### config.mk
export PLATFORM = sky130hd
export DESIGN_NAME = flc_codec
export DESIGN_NICKNAME = d
export VERILOG_FILES = /design/src/flc_pkg.sv /design/src/flc_rx10.sv /design/src/flc_codec.sv
export SDC_FILE = /design/constraint.sdc
export NUM_CORES = 1
export LEC_CHECK = 0
export BUFFER_PORTS_ARGS = -buffer_cell sky130_fd_sc_hd__buf_4
export CAP_MARGIN = 30
export CORE_UTILIZATION = 40
export CTS_CLUSTER_SIZE = 40
export DETAILED_ROUTE_END_ITERATION = 8
export REMOVE_ABC_BUFFERS = 1
export SETUP_SLACK_MARGIN = 0.05
export SKIP_CTS_REPAIR_TIMING = 1
export SLEW_MARGIN = 5
export SYNTH_ARGS = -nofsm -noshare
export SYNTH_HDL_FRONTEND = slang
export SYNTH_SLANG_ARGS = --single-unit
### constraint.sdc
create_clock -name clk_i -period 2.32 [get_ports clk_i]
set_input_delay 0.116 -clock clk_i [delete_from_list [all_inputs] [get_ports clk_i]]
set_output_delay 0.116 -clock clk_i [all_outputs]
set_load 0.03 [all_outputs]
### src/flc_pkg.sv
// Shared constants, types and coding functions of the line codec.
// Assumes a 100 MHz core clock; line and MAC timing are derived here.
package flc_pkg;

	// ----------------------------------------------------------------
	// Timing
	// ----------------------------------------------------------------
	localparam int CLK_NS = 10;
	// Serial bit time of the coded 100 Mb/s stream as seen by this model
	localparam int BIT100_NS = 80;
	localparam int BIT100_CYC = BIT100_NS / CLK_NS;
	localparam logic [3:0] BIT100_LAST = 4'(BIT100_CYC - 1);
	localparam logic [3:0] BIT100_HALF = 4'(BIT100_CYC / 2);
	localparam int BIT10_NS = 100;
	localparam int BIT10_CYC = BIT10_NS / CLK_NS;
	// A mid-bit edge comes no sooner than three quarters of a bit
	localparam logic [4:0] MID10_CYC = 5'((3 * BIT10_CYC) / 4);
	localparam int RXCLK10_NS = 400;
	localparam logic [4:0] RXCLK10_HALF = 5'(RXCLK10_NS / CLK_NS / 2 - 1);

	// ----------------------------------------------------------------
	// Scrambler and symbols
	// ----------------------------------------------------------------
	localparam int LFSR_W = 11;
	localparam logic [10:0] LFSR_SEED = 11'h7ff;
	localparam logic [3:0] LOCK_BITS = 4'ha;
	localparam logic [4:0] SYM_J = 5'h18;
	localparam logic [4:0] SYM_K = 5'h11;
	localparam logic [4:0] SYM_T = 5'h0d;
	localparam logic [4:0] SYM_R = 5'h07;
	localparam logic [4:0] SYM_IDLE = 5'h1f;
	localparam logic [7:0] SFD_BYTE = 8'hd5;
	localparam logic [7:0] SFD_INV = 8'h2a;

	// ----------------------------------------------------------------
	// Types
	// ----------------------------------------------------------------
	typedef struct packed {
		logic dv;
		logic [3:0] d;
	} flc_nib_type;

	typedef enum logic [3:0] {
		TX_IDLE = 4'b0001,
		TX_SSD = 4'b0010,
		TX_DATA = 4'b0100,
		TX_ESD = 4'b1000
	} flc_tx_type;

	// ----------------------------------------------------------------
	// Functions
	// ----------------------------------------------------------------
	function automatic logic lfsr_fb(input logic [10:0] s);
		return s[10] ^ s[8];
	endfunction

	function automatic logic [4:0] enc4b5b(input logic [3:0] n);
		logic [4:0] c;
		unique case (n)
			4'h0: c = 5'h1e; 4'h1: c = 5'h09; 4'h2: c = 5'h14; 4'h3: c = 5'h15;
			4'h4: c = 5'h0a; 4'h5: c = 5'h0b; 4'h6: c = 5'h0e; 4'h7: c = 5'h0f;
			4'h8: c = 5'h12; 4'h9: c = 5'h13; 4'ha: c = 5'h16; 4'hb: c = 5'h17;
			4'hc: c = 5'h1a; 4'hd: c = 5'h1b; 4'he: c = 5'h1c; 4'hf: c = 5'h1d;
		endcase
		return c;
	endfunction

	// Returns {valid, nibble}; control and invalid codes give valid low
	function automatic logic [4:0] dec5b4b(input logic [4:0] s);
		logic [4:0] r;
		r = 5'h00;
		for (int i = 0; i < 16; i++) begin
			if (enc4b5b(4'(i)) == s) begin
				r = {1'b1, 4'(i)};
			end
		end
		return r;
	endfunction

endpackage

### src/flc_rx10.sv
// 10 Mb/s receive decoder: Manchester to NRZ, squelch gate, preamble
// strip and polarity fix. Inputs are already synchronised to clk_i.
`timescale 1ns/1ns
module flc_rx10 (
	input wire logic clk_i,
	input wire logic nrst_i,
	input wire logic en_i,
	input wire logic line_i,
	input wire logic sq_i,
	output flc_pkg::flc_nib_type nib_o,
	output logic stb_o,
	output logic inv_o
);
	logic prev, act, frm, pend;
	logic [4:0] cnt;
	logic [7:0] sh8;
	logic [1:0] nbit;
	logic [3:0] nsh;
	logic next_prev, next_act, next_frm, next_pend, next_stb, next_inv;
	logic [4:0] next_cnt;
	logic [7:0] next_sh8;
	logic [1:0] next_nbit;
	logic [3:0] next_nsh;
	flc_pkg::flc_nib_type next_nib;

	always_comb begin
		next_prev = line_i;
		next_act = act;
		next_frm = frm;
		next_pend = pend;
		next_stb = 1'b0;
		next_inv = inv_o;
		next_cnt = (cnt == 5'h1f) ? cnt : cnt + 5'h01;
		next_sh8 = sh8;
		next_nbit = nbit;
		next_nsh = nsh;
		next_nib = nib_o;
		if (!en_i || !sq_i) begin
			// Below squelch nothing may start the decoder
			next_act = 1'b0;
			next_frm = 1'b0;
			next_pend = 1'b0;
		end else if (!act) begin
			// First edge after squelch opens is taken as a mid-bit edge
			next_act = 1'b1;
			next_cnt = 5'h1f;
			next_sh8 = 8'h00;
		end else begin
			if (pend) begin
				next_pend = 1'b0;
				next_stb = 1'b1;
				next_nib.d = flc_pkg::SFD_BYTE[7:4];
			end
			if (line_i != prev && cnt >= flc_pkg::MID10_CYC) begin
				next_cnt = 5'h00;
				if (!frm) begin
					next_sh8 = {line_i, sh8[7:1]};
					if (next_sh8 == flc_pkg::SFD_BYTE ||
						next_sh8 == flc_pkg::SFD_INV) begin
						// Preamble dropped; frame opens with the delimiter
						next_inv = (next_sh8 == flc_pkg::SFD_INV);
						next_frm = 1'b1;
						next_pend = 1'b1;
						next_stb = 1'b1;
						next_nib.d = flc_pkg::SFD_BYTE[3:0];
						next_nbit = 2'h0;
					end
				end else begin
					next_nsh = {line_i ^ inv_o, nsh[3:1]};
					next_nbit = nbit + 2'h1;
					if (nbit == 2'h3) begin
						next_stb = 1'b1;
						next_nib.d = next_nsh;
					end
				end
			end
		end
		next_nib.dv = next_frm;
	end

	always_ff @(posedge clk_i or negedge nrst_i) begin
		if (!nrst_i) begin
			prev <= 1'b0;
			act <= 1'b0;
			frm <= 1'b0;
			pend <= 1'b0;
			stb_o <= 1'b0;
			inv_o <= 1'b0;
			cnt <= 5'h00;
			sh8 <= 8'h00;
			nbit <= 2'h0;
			nsh <= 4'h0;
			nib_o <= '0;
		end else begin
			prev <= next_prev;
			act <= next_act;
			frm <= next_frm;
			pend <= next_pend;
			stb_o <= next_stb;
			inv_o <= next_inv;
			cnt <= next_cnt;
			sh8 <= next_sh8;
			nbit <= next_nbit;
			nsh <= next_nsh;
			nib_o <= next_nib;
		end
	end
endmodule // flc_rx10

### src/flc_codec.sv
// Line codec top: 100 Mb/s transmit and receive coding path and the
// 10 Mb/s receive decoder, facing a nibble-wide MAC port.
// Assumes line pins and the transmit bit clock come from other domains.
//
// Summary of operation
// - 100M transmit order: 4B/5B, scramble, NRZ to NRZI, then MLT-3.
// - MAC nibbles are 4B/5B coded, then serialised to a bit stream for scrambling.
// - Scrambler is an 11-bit LFSR of period 2047, only at 100M.
// - Descrambler regenerates the same sequence and strips it.
// - Three-level receive symbols are turned back into NRZI.
// - Bit clock is recovered from NRZI edges, then NRZI becomes NRZ.
// - Received bits are descrambled first, then 4B/5B decoded.
// - Decoded bits are gathered into nibbles for the MAC.
// - 10M Manchester input is split into bit timing and NRZ data.
// - 10M decoding starts only once squelch is passed.
// - 10M receive clock to the MAC keeps running between frames.
// - 10M receive drops the preamble and starts with the delimiter.
// - 10M receive detects reversed pair polarity and inverts data.
`timescale 1ns/1ns
module flc_codec (
	input wire logic clk_i,
	input wire logic nrst_i,
	input wire logic speed100_i,
	input wire logic tx_en_i,
	input wire logic [3:0] txd_i,
	input wire logic line_clk_i,
	input wire logic rx_pos_i,
	input wire logic rx_neg_i,
	input wire logic rx10_i,
	input wire logic squelch_i,
	output logic tx_take_o,
	output logic tx_pos_o,
	output logic tx_neg_o,
	output flc_pkg::flc_nib_type rx_o,
	output logic rx_stb_o,
	output logic rx_clk_o,
	output logic pol_inv_o
);
	// ----------------------------------------------------------------
	// Synchronisers
	// ----------------------------------------------------------------
	logic [1:0] lck_s, pos_s, neg_s, r10_s, sq_s;
	logic lck_d;
	logic [1:0] lvl_d;

	always_ff @(posedge clk_i or negedge nrst_i) begin
		if (!nrst_i) begin
			lck_s <= 2'h0;
			pos_s <= 2'h0;
			neg_s <= 2'h0;
			r10_s <= 2'h0;
			sq_s <= 2'h0;
			lck_d <= 1'b0;
			lvl_d <= 2'h0;
		end else begin
			lck_s <= {lck_s[0], line_clk_i};
			pos_s <= {pos_s[0], rx_pos_i};
			neg_s <= {neg_s[0], rx_neg_i};
			r10_s <= {r10_s[0], rx10_i};
			sq_s <= {sq_s[0], squelch_i};
			lck_d <= lck_s[1];
			lvl_d <= {pos_s[1], neg_s[1]};
		end
	end

	// ----------------------------------------------------------------
	// 100M transmit
	// ----------------------------------------------------------------
	flc_pkg::flc_tx_type tx_st, next_tx_st;
	logic [4:0] tx_sym, next_tx_sym;
	logic [2:0] tx_bit, next_tx_bit;
	logic [10:0] tx_lfsr, next_tx_lfsr;
	logic tx_nrzi, next_tx_nrzi;
	logic [1:0] tx_ph, next_tx_ph;
	logic next_take, tick, ks, scr;

	assign tick = lck_s[1] & ~lck_d & speed100_i;

	always_comb begin
		next_tx_st = tx_st;
		next_tx_sym = tx_sym;
		next_tx_bit = tx_bit;
		next_tx_lfsr = tx_lfsr;
		next_tx_nrzi = tx_nrzi;
		next_tx_ph = tx_ph;
		next_take = 1'b0;
		ks = flc_pkg::lfsr_fb(tx_lfsr);
		scr = tx_sym[4] ^ ks;
		if (tick) begin
			// Scrambler runs only on 100M bit ticks
			next_tx_lfsr = {tx_lfsr[9:0], ks};
			next_tx_nrzi = tx_nrzi ^ scr;
			if (next_tx_nrzi != tx_nrzi) begin
				next_tx_ph = tx_ph + 2'h1;
			end
			next_tx_sym = {tx_sym[3:0], 1'b0};
			next_tx_bit = tx_bit + 3'h1;
			if (tx_bit == 3'h4) begin
				next_tx_bit = 3'h0;
				unique case (tx_st)
					flc_pkg::TX_IDLE: begin
						next_tx_sym = tx_en_i ? flc_pkg::SYM_J : flc_pkg::SYM_IDLE;
						if (tx_en_i) begin
							next_tx_st = flc_pkg::TX_SSD;
						end
					end
					flc_pkg::TX_SSD: begin
						next_tx_sym = flc_pkg::SYM_K;
						next_tx_st = flc_pkg::TX_DATA;
					end
					flc_pkg::TX_DATA: begin
						if (tx_en_i) begin
							next_tx_sym = flc_pkg::enc4b5b(txd_i);
							next_take = 1'b1;
						end else begin
							next_tx_sym = flc_pkg::SYM_T;
							next_tx_st = flc_pkg::TX_ESD;
						end
					end
					flc_pkg::TX_ESD: begin
						next_tx_sym = flc_pkg::SYM_R;
						next_tx_st = flc_pkg::TX_IDLE;
					end
				endcase
			end
		end
	end

	always_ff @(posedge clk_i or negedge nrst_i) begin
		if (!nrst_i) begin
			tx_st <= flc_pkg::TX_IDLE;
			tx_sym <= flc_pkg::SYM_IDLE;
			tx_bit <= 3'h0;
			tx_lfsr <= flc_pkg::LFSR_SEED;
			tx_nrzi <= 1'b0;
			tx_ph <= 2'h0;
			tx_take_o <= 1'b0;
			tx_pos_o <= 1'b0;
			tx_neg_o <= 1'b0;
		end else begin
			tx_st <= next_tx_st;
			tx_sym <= next_tx_sym;
			tx_bit <= next_tx_bit;
			tx_lfsr <= next_tx_lfsr;
			tx_nrzi <= next_tx_nrzi;
			tx_ph <= next_tx_ph;
			tx_take_o <= next_take;
			tx_pos_o <= (next_tx_ph == 2'h1);
			tx_neg_o <= (next_tx_ph == 2'h3);
		end
	end

	// ----------------------------------------------------------------
	// 100M receive
	// ----------------------------------------------------------------
	logic rx_nrzi, rx_last, ds_lock, rx_al, rx_trans, rx_samp, nrz, plain;
	logic next_rx_nrzi, next_rx_last, next_ds_lock, next_rx_al;
	logic [3:0] dp_cnt, next_dp_cnt, ds_lcnt, next_ds_lcnt;
	logic [10:0] ds_lfsr, next_ds_lfsr;
	logic [9:0] win, next_win;
	logic [2:0] rx_bcnt, next_rx_bcnt;
	logic [4:0] dec;
	logic n100_stb;
	logic [3:0] n100_d;

	always_comb begin
		// Any level change of the sliced line is one NRZI transition
		rx_trans = ({pos_s[1], neg_s[1]} != lvl_d) && speed100_i;
		next_rx_nrzi = rx_nrzi ^ rx_trans;
		next_dp_cnt = (dp_cnt == flc_pkg::BIT100_LAST) ? 4'h0 : dp_cnt + 4'h1;
		if (rx_trans) begin
			next_dp_cnt = 4'h1;
		end
		rx_samp = (dp_cnt == flc_pkg::BIT100_HALF) && speed100_i;
		nrz = rx_nrzi ^ rx_last;
		plain = nrz ^ flc_pkg::lfsr_fb(ds_lfsr);
		next_rx_last = rx_last;
		next_ds_lfsr = ds_lfsr;
		next_ds_lock = ds_lock & speed100_i;
		next_ds_lcnt = ds_lcnt;
		next_win = win;
		next_rx_al = rx_al & speed100_i;
		next_rx_bcnt = rx_bcnt;
		n100_stb = 1'b0;
		n100_d = 4'h0;
		dec = 5'h00;
		if (rx_samp) begin
			next_rx_last = rx_nrzi;
			if (!ds_lock) begin
				// Idle line carries all ones, so the key is the inverted line bit
				next_ds_lfsr = {ds_lfsr[9:0], ~nrz};
				next_ds_lcnt = ds_lcnt + 4'h1;
				next_ds_lock = (ds_lcnt == flc_pkg::LOCK_BITS);
			end else begin
				next_ds_lfsr = {ds_lfsr[9:0], flc_pkg::lfsr_fb(ds_lfsr)};
				next_win = {win[8:0], plain};
				next_rx_bcnt = rx_bcnt + 3'h1;
				if (!rx_al && next_win == {flc_pkg::SYM_J, flc_pkg::SYM_K}) begin
					next_rx_al = 1'b1;
					next_rx_bcnt = 3'h0;
				end else if (rx_al && rx_bcnt == 3'h4) begin
					next_rx_bcnt = 3'h0;
					dec = flc_pkg::dec5b4b(next_win[4:0]);
					n100_stb = dec[4];
					n100_d = dec[3:0];
					next_rx_al = dec[4];
				end
			end
		end
		if (!speed100_i) begin
			next_ds_lcnt = 4'h0;
		end
	end

	always_ff @(posedge clk_i or negedge nrst_i) begin
		if (!nrst_i) begin
			rx_nrzi <= 1'b0;
			rx_last <= 1'b0;
			dp_cnt <= 4'h0;
			ds_lfsr <= flc_pkg::LFSR_SEED;
			ds_lock <= 1'b0;
			ds_lcnt <= 4'h0;
			win <= 10'h000;
			rx_al <= 1'b0;
			rx_bcnt <= 3'h0;
		end else begin
			rx_nrzi <= next_rx_nrzi;
			rx_last <= next_rx_last;
			dp_cnt <= next_dp_cnt;
			ds_lfsr <= next_ds_lfsr;
			ds_lock <= next_ds_lock;
			ds_lcnt <= next_ds_lcnt;
			win <= next_win;
			rx_al <= next_rx_al;
			rx_bcnt <= next_rx_bcnt;
		end
	end

	// ----------------------------------------------------------------
	// 10M receive and MAC outputs
	// ----------------------------------------------------------------
	flc_pkg::flc_nib_type n10, next_rx;
	logic n10_stb, n10_inv, next_rx_stb, next_rx_clk;
	logic [4:0] cdiv, next_cdiv;

	flc_rx10 flc_rx10_inst (
		.clk_i(clk_i),
		.nrst_i(nrst_i),
		.en_i(~speed100_i),
		.line_i(r10_s[1]),
		.sq_i(sq_s[1]),
		.nib_o(n10),
		.stb_o(n10_stb),
		.inv_o(n10_inv)
	);

	always_comb begin
		next_cdiv = cdiv + 5'h01;
		next_rx_clk = rx_clk_o;
		if (speed100_i) begin
			next_cdiv = 5'h00;
			next_rx_clk = rx_clk_o ^ rx_samp;
			next_rx = '{dv: next_rx_al, d: n100_stb ? n100_d : rx_o.d};
			next_rx_stb = n100_stb;
		end else begin
			// Free running divider so the MAC sees a clock in idle gaps
			if (cdiv >= flc_pkg::RXCLK10_HALF) begin
				next_cdiv = 5'h00;
				next_rx_clk = ~rx_clk_o;
			end
			next_rx = n10;
			next_rx_stb = n10_stb;
		end
	end

	always_ff @(posedge clk_i or negedge nrst_i) begin
		if (!nrst_i) begin
			cdiv <= 5'h00;
			rx_clk_o <= 1'b0;
			rx_o <= '0;
			rx_stb_o <= 1'b0;
			pol_inv_o <= 1'b0;
		end else begin
			cdiv <= next_cdiv;
			rx_clk_o <= next_rx_clk;
			rx_o <= next_rx;
			rx_stb_o <= next_rx_stb;
			pol_inv_o <= n10_inv;
		end
	end
endmodule // flc_codec

==> summary.md, run 1 <==
| Metric | Value |
|---|---|
| DR vias/cell | `5.05` |
| Clock buffer count from CTS | `17` |
| Mapped Avg Cell Area | `9.90 um2` |
| Slew Limit Fails | `0` |
| Hold Crit Class | `in -> reg` |
| Fill cell count | `1,150` |
| Placer's final routability congestion estimate | `0.811` |
| Worst reg2reg setup slack | `0.19 ns` |
| IO buf count | `23` |
| Vias in the first global route | `3,696` |
| Max rail drop VDD | `598 uV` |
| CP max-delay cell | `or4b_4` |
| Ports | `24` |
| Detailed placement HPWL | `6.59 mm` |
| Wire length per cell | `13.5 um` |
| Pwr/cell area | `1010 nW/um2` |
| Chip width | `116 um` |
| Total routed wirelength | `10.1 mm` |
| Pleak | `2.93 nW` |
| Most common cell after layout, fill and taps aside | `nand2_1` |
| WP data required | `2.61 ns` |
| Tcrit/Tclk final | `0.919` |
| Rows | `41` |
| DRC | `0` |
| CP Launch Point | `flc_rx10_inst.sh8[3]$_DFFE_PN0P_` |
| Drt first pass iters | `4` |
| Total net switching power | `1.74 mW` |
| Status | `finished, final reports clean` |
| Largest net degree at the start of global routing | `56` |
| CP endpoint | `flc_rx10_inst.nib_o[1]$_DFFE_PN0P_` |
| Final setup fails | `0` |
| CTS H-Tree Depth | `4` |
| Clock share of power | `0.440` |
| Antenna violations before repair | `0` |
| Main synth FF type | `dfrtp_1` |
| Die area | `13,500 um2` |
| Crit path depth | `5` |
| Critical Path Sink Type | `flop` |
| Switching Fraction | `0.272` |
| Max Root-Sink Buffers | `2` |
| Nets | `589` |
| Seq pwr share | `0.403` |
| Worst-Margin Slew | `0.689 ns` |
| Worst Setup Start Kind | `flop` |
| Synth Cell Area | `5240 um2` |
| First-pass GRT wire length | `17.2 mm` |
| Die Y-Extent | `116 um` |
| Cells after Synth | `529` |
| WP buf/inv | `0` |
| DR vias | `3,788` |
| Diode count | `0` |
| Final Skew | `0.00577 ns` |
| Detailed Route Iter0 Violations | `192` |
| Tmin final | `2.13 ns` |
| Logic pwr share | `0.157` |
| DP Area | `5630 um2` |
| EDFF count, synth | `0` |
| Unrepaired setup endpoints after global routing | `false` |
| Skew-Pair Late Insertion Delay | `0.41 ns` |
| Critical Path Fanout Max | `4` |
| Seq/Total Area, Yosys | `0.561` |
| Fmax | `469 MHz` |
| Final ANT Viol Nets | `0` |
| Multi-input logic area | `2140 um2` |
| Hold Fails Final Rpt | `0` |
| Critical path cell sequence | `or4b_4 -> nor4_4 -> nor3_2 -> or4_4 -> a32o_1` |
| Worst-path clk slew | `0.05 ns` |
| Yosys cell types | `63` |
| Ys Warns | `0` |
| Fraction of layout cells with a size suffix above 1 | `0.194` |
| R2R depth | `5` |
| CTS Sinks | `116` |
| Worst reg2reg startpoint | `flc_rx10_inst.sh8[3]$_DFFE_PN0P_` |
| Core Box Area | `12,700 um2` |
| Final instance area | `6340 um2` |
| Grt total ovfl | `0` |
| Crit-path max cell delay | `0.56 ns` |
| GRT Overall Usage | `0.167` |
| Rel. slew slack | `0.541` |
| Internal power | `4.65 mW` |
| Starting Density | `0.413` |
| CTS tree | `built` |
| Ys async rst share | `1.00` |
| Setup TNS | `0 ns` |
| WS Path Type | `reg -> reg` |
| Most frequent cells in the layout | `nand2_1 (126), dfrtp_1 (88), nor2_1 (40)` |
| Root buffer cell | `clkbuf_16` |
| Sequential cell area | `2940 um2` |
| MaxCap Viol Count | `0` |
| Register bit total from synthesis | `116` |
| CP Data Arrival Time | `2.43 ns` |
| Area growth from synthesis to layout | `21.1%` |
| Reg-to-reg endpoint | `flc_rx10_inst.nib_o[1]$_DFFE_PN0P_` |
| Family with the most delay on the worst path | `simple AND/OR/NAND/NOR gates` |
through the flow:
stage                     total power, mW  cells  hold WS (ns)  utilization  setup WS (ns)
after detailed placement             3.59    711         0.209        0.444          0.171
after CTS                            6.44    743        -0.233        0.494          0.145
final                                6.39    750        0.0591        0.500          0.187
after global routing                 6.72    750        0.0547        0.500         0.0886
after global placement               3.54    711         0.202        0.444          0.214
after floorplan                      3.26    505        -0.180            -          0.259
power groups by stage:
stage | combinational [mW] | clock, mW | sequential, mW
global placement | 0.954 | 0 | 2.58
global route | 1.13 | 2.98 | 2.62
finish | 1.00 | 2.81 | 2.57
floorplan | 0.667 | 0 | 2.59
CTS | 1.00 | 2.87 | 2.57
detailed placement | 0.996 | 0 | 2.60
per-layer routing:
layer,up-vias,part of all wire,GRT usage
met1,1846,0.48,0.211
met4,0,0.010,0.0821
met3,8,0.030,0.0498
met2,50,0.48,0.260
li1,1884,-,-
met5,-,0,0
Yosys cell counts (4+ instances only):
cell type | n | area [um2]
nand3_1 | 8 | 40.0
dfrtp_1 | 88 | 2200
nand2_1 | 126 | 473
a21oi_1 | 13 | 65.1
mux2_2 | 4 | 45.0
a22o_1 | 4 | 35.0
o22ai_1 | 7 | 43.8
inv_1 | 19 | 71.3
nand4_1 | 6 | 37.5
clkbuf_1 | 22 | 82.6
nor2_1 | 40 | 150
o21ai_0 | 28 | 140
xnor2_1 | 14 | 123
nand2b_1 | 4 | 25.0
nor3_1 | 14 | 70.1
ha_1 | 11 | 138
dfstp_2 | 28 | 736
and2_1 | 5 | 31.3
o31ai_1 | 5 | 37.5
xor2_1 | 14 | 123
a211oi_1 | 6 | 45.0
state kept, by name, indices dropped and copies added, names as in the netlist, 3 cells and up:
register             flops
ds_lfsr                 11
tx_lfsr                 11
win                      9
flc_rx10_inst.sh8        7
cdiv                     5
flc_rx10_inst.cnt        5
flc_rx10_inst.nib_o      5
rx_o                     5
tx_sym                   5
dp_cnt                   4
ds_lcnt                  4
tx_st                    4
flc_rx10_inst.nsh        3
rx_bcnt                  3
tx_bit                   3
final cells by class:
cell class | count | area share
tap | 172 | 0.0339
timing repair buffer | 41 | 0.0533
sequential | 116 | 0.463
clock buffer | 17 | 0.0671
clock inverter | 15 | 0.0336
inverter | 19 | 0.0112
multi-input combinational | 370 | 0.337
cell families (layout without fill, tap and decap cells):
group | after synthesis | count (layout) | synth area share
XOR/XNOR | 28 | 28 | 0.0468
adder cells (fa/ha/maj) | 11 | 11 | 0.0263
flip-flops | 116 | 116 | 0.561
AND/OR/NAND/NOR | 235 | 235 | 0.207
multiplexers | 5 | 5 | 0.0105
AO/OA/AOI/OAI | 91 | 91 | 0.117
buffers and inverters | 43 | 92 | 0.0311
tightest hold or removal path: cells and delay by family:
family / cells / cell delay [ns]
buf+inv: 1 / 0.18
compound gates: 1 / 0.06
simple gates: 1 / 0.07
how the worst min path moves through the flow:
stage               start                   to  cells after the start  slack, ns
5_1_grt        speed100_i  rx_o[3]$_DFFE_PN0P_                      3       0.05
2_1_floorplan      nrst_i    cdiv[0]$_DFF_PN0_                      0      -0.18
6_report       speed100_i  rx_o[3]$_DFFE_PN0P_                      3       0.06
4_1_cts            nrst_i  dp_cnt[2]$_DFF_PN0_                      1      -0.23
3_5_place_dp       nrst_i    cdiv[2]$_DFF_PN0_                      1       0.21
3_3_place_gp       nrst_i    cdiv[3]$_DFF_PN0_                      1       0.20
No activity file was read; power rests on OpenSTA's default activity.
==> inputs of run 2 (changes only) <==
--- a/config.mk
+++ b/config.mk
@@ -10,6 +10,7 @@
 export CORE_UTILIZATION = 40
 export CTS_CLUSTER_SIZE = 40
 export DETAILED_ROUTE_END_ITERATION = 8
+export RECOVER_POWER = 50
 export REMOVE_ABC_BUFFERS = 1
 export SETUP_SLACK_MARGIN = 0.05
 export SKIP_CTS_REPAIR_TIMING = 1
==> summary.md, run 2 (synthesis results as in run 1) <==
| Metric | Value |
|---|---|
| MaxCap Viol Count | `0 (unchanged)` |
| Crit path depth | `5 (unchanged)` |
| Ports | `24 (unchanged)` |
| Drt first pass iters | `4 (unchanged)` |
| Switching Fraction | `0.273 (was 0.272)` |
| Placer's final routability congestion estimate | `0.811 (unchanged)` |
| Largest net degree at the start of global routing | `56 (unchanged)` |
| Fraction of layout cells with a size suffix above 1 | `0.171 (was 0.194)` |
| Hold Crit Class | `in -> reg (unchanged)` |
| First-pass GRT wire length | `17.2 mm (unchanged)` |
| Wire length per cell | `13.5 um (about the same)` |
| Tmin final | `2.13 ns (about the same)` |
| Pleak | `2.87 nW (was 2.93 nW)` |
| Core Box Area | `12,700 um2 (unchanged)` |
| Total net switching power | `1.74 mW (about the same)` |
| Seq pwr share | `0.405 (was 0.403)` |
| Nets | `589 (unchanged)` |
| GRT Overall Usage | `0.167 (unchanged)` |
| Chip width | `116 um (unchanged)` |
| Max Root-Sink Buffers | `2 (unchanged)` |
| R2R depth | `5 (unchanged)` |
| Final instance area | `6280 um2 (was 6340 um2)` |
| Logic pwr share | `0.154 (was 0.157)` |
| Die area | `13,500 um2 (unchanged)` |
| Final worst slack | `0.188 ns (was 0.187 ns)` |
| Worst Setup Start Kind | `flop (unchanged)` |
| IO buf count | `23 (unchanged)` |
| Top Registers | `ds_lfsr (11), tx_lfsr (11), win (9) (unchanged)` |
| Power consumption | `6.36 mW (was 6.39 mW)` |
| Critical Path Sink Type | `flop (unchanged)` |
| WP data required | `2.61 ns (about the same)` |
| Worst reg2reg startpoint | `flc_rx10_inst.sh8[3]$_DFFE_PN0P_ (unchanged)` |
| Antenna violations before repair | `0 (unchanged)` |
| WS Path Type | `reg -> reg (unchanged)` |
| Fill cell count | `1,170 (was 1,150)` |
| Pre-CTS WS | `0.171 ns (unchanged)` |
| Total routed wirelength | `10.1 mm (about the same)` |
| Unrepaired setup endpoints after global routing | `false (unchanged)` |
| CTS tree | `built (unchanged)` |
| Worst-path clk slew | `0.05 ns (about the same)` |
| Internal power | `4.62 mW (was 4.65 mW)` |
| Area growth from synthesis to layout | `19.9% (was 21.1%)` |
| Min-delay src | `speed100_i (unchanged)` |
| Most frequent cells in the layout | `nand2_1 (127), dfrtp_1 (88), nor2_1 (40) (was nand2_1 (126), dfrtp_1 (88), nor2_1 (40))` |
| Vias in the first global route | `3,696 (unchanged)` |
| Family with the most delay on the worst path | `simple AND/OR/NAND/NOR gates (unchanged)` |
| Fmax | `469 MHz (about the same)` |
| Detailed placement HPWL | `6.59 mm (unchanged)` |
| Tcrit/Tclk final | `0.919 (about the same)` |
| Worst reg2reg setup slack | `0.19 ns (about the same)` |
| Worst-Margin Slew | `1.30 ns (was 0.689 ns)` |
| Hold path depth | `3 (unchanged)` |
| CP max-delay cell | `or4b_4 (unchanged)` |
| Clock buffer count from CTS | `17 (unchanged)` |
| DR vias/cell | `5.10 (was 5.05)` |
| Most common cell after layout, fill and taps aside | `nand2_1 (unchanged)` |
| Max rail drop VDD | `597 uV (was 598 uV)` |
| Pwr/cell area | `1010 nW/um2 (about the same)` |
| CTS Sinks | `116 (unchanged)` |
| Reg-to-reg endpoint | `flc_rx10_inst.nib_o[1]$_DFFE_PN0P_ (unchanged)` |
| Detailed Route Iter0 Violations | `209 (was 192)` |
| DR vias | `3,827 (was 3,788)` |
| CTS H-Tree Depth | `4 (unchanged)` |
| WP buf/inv | `0 (unchanged)` |
| Final setup fails | `0 (unchanged)` |
| Die Y-Extent | `116 um (unchanged)` |
| Critical path cell sequence | `or4b_4 -> nor4_4 -> nor3_2 -> or4_4 -> a32o_1 (unchanged)` |
| Min-Delay Endpoint | `rx_o[3]$_DFFE_PN0P_ (unchanged)` |
| Root buffer cell | `clkbuf_16 (unchanged)` |
| Skew-Pair Late Insertion Delay | `0.41 ns (about the same)` |
| Clock share of power | `0.441 (was 0.440)` |
| Starting Density | `0.413 (unchanged)` |
| Final Skew | `0.00665 ns (was 0.00577 ns)` |
| Setup TNS | `0 ns (unchanged)` |
| DP Area | `5630 um2 (unchanged)` |
| Final ANT Viol Nets | `0 (unchanged)` |
| Grt total ovfl | `0 (unchanged)` |
| Rows | `41 (unchanged)` |
| Hold Fails Final Rpt | `0 (unchanged)` |
| DRC | `0 (unchanged)` |
| Status | `finished, final reports clean (unchanged)` |
| Critical Path Fanout Max | `4 (unchanged)` |
| CP Launch Point | `flc_rx10_inst.sh8[3]$_DFFE_PN0P_ (unchanged)` |
| Rel. slew slack | `0.133 (was 0.541)` |
| Slew Limit Fails | `0 (unchanged)` |
| Diode count | `0 (unchanged)` |
| CP Data Arrival Time | `2.42 ns (was 2.43 ns)` |
| Crit-path max cell delay | `0.56 ns (about the same)` |
-- run 2: cell types whose count changed in the layout (fill, tap and decap cells not counted) --
| cell | previous run | this run |
|---|---|---|
| clkbuf_2 | 0 | 1 |
| clkbuf_4 | 0 | 6 |
| buf_12 | 1 | 0 |
| nand2_2 | 1 | 0 |
| clkbuf_1 | 0 | 12 |
| nand2_1 | 126 | 127 |
| buf_4 | 33 | 15 |
-- run 2: how the worst max path moves through the flow --
| stage | to | slack (ns) |
|---|---|---|
| after detailed placement | flc_rx10_inst.sh8[2]$_DFFE_PN0P_ | 0.17 |
| final | flc_rx10_inst.nib_o[1]$_DFFE_PN0P_ | 0.19 |
| after CTS | flc_rx10_inst.sh8[2]$_DFFE_PN0P_ | 0.14 |
| after global placement | flc_rx10_inst.nib_o[1]$_DFFE_PN0P_ | 0.21 |
| after floorplan | flc_rx10_inst.sh8[2]$_DFFE_PN0P_ | 0.26 |
| after global routing | flc_rx10_inst.nib_o[1]$_DFFE_PN0P_ | 0.09 |
-- run 2: per-layer routing --
| layer | vias to the layer above | wire length (um) | global-route usage |
|---|---|---|---|
| met3 | 15 | 314 | 0.0498 |
| met2 | 64 | 4750 | 0.260 |
| met4 | 0 | 182 | 0.0821 |
| met1 | 1868 | 4860 | 0.211 |
| li1 | 1880 | - | - |
| met5 | - | 0 | 0 |
-- run 2: metrics by stage --
stage                     std cells   util  hold WS (ns)
after floorplan                 505      -        -0.180
after global placement          711  0.444         0.202
after detailed placement        711  0.444         0.209
after CTS                       743  0.494        -0.233
after global routing            750  0.495        0.0546
final                           750  0.495        0.0606
-- run 2: cell type report --
type                       count  area [um2]  share of cell area
clock buffer                  17         425              0.0678
clock inverter                15         213              0.0339
inverter                      19        71.3              0.0114
multi-input combinational    370        2140               0.340
sequential                   116        2940               0.468
tap                          172         215              0.0343
timing repair buffer          41         278              0.0442
-- run 2: power groups by stage --
| stage | combinational, mW | sequential [mW] | clock, mW |
|---|---|---|---|
| floorplan | 0.667 | 2.59 | 0 |
| global placement | 0.954 | 2.58 | 0 |
| detailed placement | 0.996 | 2.60 | 0 |
| CTS | 1.00 | 2.57 | 2.87 |
| global route | 1.10 | 2.62 | 2.98 |
| finish | 0.979 | 2.57 | 2.80 |
-- run 2: worst reg2reg max path: stages, from the launching register on --
cell     delay (ns)
dfrtp_1        0.41
or4b_4         0.56
nor4_4         0.19
nor3_2         0.10
or4_4          0.51
a32o_1         0.26
==> inputs of run 3 (changes only) <==
==> constraint.sdc (replaced) <==
create_clock -name clk_i -period 2.6 [get_ports clk_i]
set_input_delay 0.13 -clock clk_i [delete_from_list [all_inputs] [get_ports clk_i]]
set_output_delay 0.13 -clock clk_i [all_outputs]
set_load 0.03 [all_outputs]
==> summary.md, run 3 (synthesis results as in run 1) <==
| Metric | Value |
|---|---|
| Status | `complete, but fails checks (was finished, final reports clean)` |
| Violated checks | `hold timing, capacitance limit, slew limit` |
| Grt total ovfl | `0 (unchanged)` |
| Slew Limit Fails | `32 (was 0)` |
| Hold Fails Final Rpt | `1 (was 0)` |
| Pre-CTS WS | `0.322 ns (was 0.171 ns)` |
| Switching Fraction | `0.277 (was 0.273)` |
| Min-delay src | `tx_en_i (was speed100_i)` |
| Total net switching power | `1.55 mW (was 1.74 mW)` |
| Diode count | `0 (unchanged)` |
| Critical Path Fanout Max | `7 (was 4)` |
| Worst-path clk slew | `0.05 ns (about the same)` |
| Die Y-Extent | `116 um (unchanged)` |
| Pwr/cell area | `891 nW/um2 (was 1010 nW/um2)` |
| Logic pwr share | `0.161 (was 0.154)` |
| Die area | `13,500 um2 (unchanged)` |
| Root buffer cell | `clkbuf_16 (unchanged)` |
| Max rail drop VDD | `583 uV (was 597 uV)` |
| Internal power | `4.05 mW (was 4.62 mW)` |
| Worst-Margin Slew | `1.74 ns (was 1.30 ns)` |
| Detailed Route Iter0 Violations | `197 (was 209)` |
| DRC | `0 (unchanged)` |
| Final setup fails | `0 (unchanged)` |
| Most frequent cells in the layout | `nand2_1 (127), dfrtp_1 (88), nor2_1 (40) (unchanged)` |
| Final worst slack | `0.305 ns (was 0.188 ns)` |
| Skew-Pair Late Insertion Delay | `0.41 ns (about the same)` |
| Rows | `41 (unchanged)` |
| Clock buffer count from CTS | `17 (unchanged)` |
| Ports | `24 (unchanged)` |
| Wire length per cell | `13.5 um (about the same)` |
| WP data required | `2.95 ns (was 2.61 ns)` |
| Tmin final | `2.29 ns (was 2.13 ns)` |
| Setup TNS | `0 ns (unchanged)` |
| Unrepaired setup endpoints after global routing | `false (unchanged)` |
| Antenna violations before repair | `0 (unchanged)` |
| Placer's final routability congestion estimate | `0.798 (was 0.811)` |
| Final ANT Viol Nets | `0 (unchanged)` |
| Min-Delay Endpoint | `tx_st[3]$_DFFE_PN0P_ (was rx_o[3]$_DFFE_PN0P_)` |
| Largest net degree at the start of global routing | `57 (was 56)` |
| WS Path Type | `reg -> reg (unchanged)` |
| Top Registers | `ds_lfsr (11), tx_lfsr (11), win (9) (unchanged)` |
| Most common cell after layout, fill and taps aside | `nand2_1 (unchanged)` |
| GRT Overall Usage | `0.165 (was 0.167)` |
| Pleak | `2.90 nW (was 2.87 nW)` |
| Detailed placement HPWL | `6.84 mm (was 6.59 mm)` |
| DR vias/cell | `5.10 (about the same)` |
| CTS H-Tree Depth | `4 (unchanged)` |
| R2R depth | `7 (was 5)` |
| MaxCap Viol Count | `1 (was 0)` |
| Chip width | `116 um (unchanged)` |
| Worst Setup Start Kind | `flop (unchanged)` |
| IO buf count | `23 (unchanged)` |
| Seq pwr share | `0.409 (was 0.405)` |
| Hold Crit Class | `in -> reg (unchanged)` |
| Hold path depth | `2 (was 3)` |
| Core Box Area | `12,700 um2 (unchanged)` |
| Nets | `587 (was 589)` |
| Power consumption | `5.60 mW (was 6.36 mW)` |
| Hold slack final | `-0.00984 ns (was 0.0606 ns)` |
| Rel. slew slack | `-0.162 (was 0.133)` |
| First-pass GRT wire length | `17.3 mm (was 17.2 mm)` |
| Critical Path Sink Type | `flop (unchanged)` |
| Max Root-Sink Buffers | `2 (unchanged)` |
| Fraction of layout cells with a size suffix above 1 | `0.184 (was 0.171)` |
| Tcrit/Tclk final | `0.883 (was 0.919)` |
| Total routed wirelength | `10.1 mm (about the same)` |
| CTS tree | `built (unchanged)` |
| Reg-to-reg endpoint | `flc_rx10_inst.sh8[7]$_DFFE_PN0P_ (was flc_rx10_inst.nib_o[1]$_DFFE_PN0P_)` |
| Clock share of power | `0.431 (was 0.441)` |
| Worst reg2reg setup slack | `0.31 ns (was 0.19 ns)` |
| DR vias | `3,817 (was 3,827)` |
| CTS Sinks | `116 (unchanged)` |
| Final Skew | `0.00782 ns (was 0.00665 ns)` |
| Area growth from synthesis to layout | `20.1% (was 19.9%)` |
| Vias in the first global route | `3,730 (was 3,696)` |
| CP Data Arrival Time | `2.64 ns (was 2.42 ns)` |
| Fmax | `436 MHz (was 469 MHz)` |
| Worst reg2reg startpoint | `flc_rx10_inst.cnt[0]$_DFF_PN0_ (was flc_rx10_inst.sh8[3]$_DFFE_PN0P_)` |
| Starting Density | `0.413 (unchanged)` |
| Drt first pass iters | `5 (was 4)` |
run 3: changes by cell type in the layout (fill, tap and decap cells not counted), sizes merged:
cell         delta
buf            +12
clkinv          +1
clkbuf         -11
clkinvlp        -2
bufinv          -1
dlygate4sd3     -1
run 3: worst max-delay path, cell delays in order, from the launching register on:
cell,delay [ns]
dfrtp_1,0.41
ha_1,0.24
a21o_1,0.10
a211oi_1,0.06
buf_4,0.16
or2_0,0.32
nor3_1,0.68
a22o_2,0.26
run 3: power groups by stage:
stage | clock, mW | combinational (mW) | sequential (mW)
5_1_grt | 2.56 | 1.02 | 2.34
6_report | 2.41 | 0.900 | 2.29
3_5_place_dp | 0 | 0.897 | 2.32
2_1_floorplan | 0 | 0.595 | 2.31
3_3_place_gp | 0 | 0.860 | 2.30
4_1_cts | 2.45 | 0.903 | 2.29
run 3: metal layers:
metal,routed length (um),vias up,GRT usage
met2,4760,61,0.260
met3,291,12,0.0426
met1,4930,1871,0.219
met4,117,0,0.0641
li1,-,1873,-
met5,0,-,0
run 3: metrics by stage:
step / std cells / cell area, um2 / util
after floorplan: 505 / 5140 / -
after global placement: 710 / 5620 / 0.443
after detailed placement: 710 / 5620 / 0.443
after CTS: 742 / 6240 / 0.492
after global routing: 748 / 6290 / 0.496
final: 748 / 6290 / 0.496
run 3: worst max path at each step:
| stage | from | end | slack [ns] | depth (start not counted) |
|---|---|---|---|---|
| after floorplan | flc_rx10_inst.cnt[0]$_DFF_PN0_ | flc_rx10_inst.sh8[2]$_DFFE_PN0P_ | 0.54 | 6 |
| after global placement | flc_rx10_inst.cnt[0]$_DFF_PN0_ | flc_rx10_inst.nib_o[1]$_DFFE_PN0P_ | 0.43 | 7 |
| after detailed placement | flc_rx10_inst.cnt[0]$_DFF_PN0_ | flc_rx10_inst.sh8[7]$_DFFE_PN0P_ | 0.32 | 7 |
| after CTS | flc_rx10_inst.cnt[0]$_DFF_PN0_ | flc_rx10_inst.sh8[7]$_DFFE_PN0P_ | 0.31 | 7 |
| after global routing | flc_rx10_inst.cnt[0]$_DFF_PN0_ | flc_rx10_inst.sh8[2]$_DFFE_PN0P_ | 0.15 | 7 |
| final | flc_rx10_inst.cnt[0]$_DFF_PN0_ | flc_rx10_inst.sh8[7]$_DFFE_PN0P_ | 0.31 | 7 |
run 3: cell type report:
type	count	area [um2]
Sequential cell	116	2940
Clock buffer	19	433
Tap cell	172	215
Clock inverter	13	184
Timing Repair Buffer	39	317
Fill cell	1179	6380
Multi-Input combinational cell	370	2130
Inverter	19	71.3
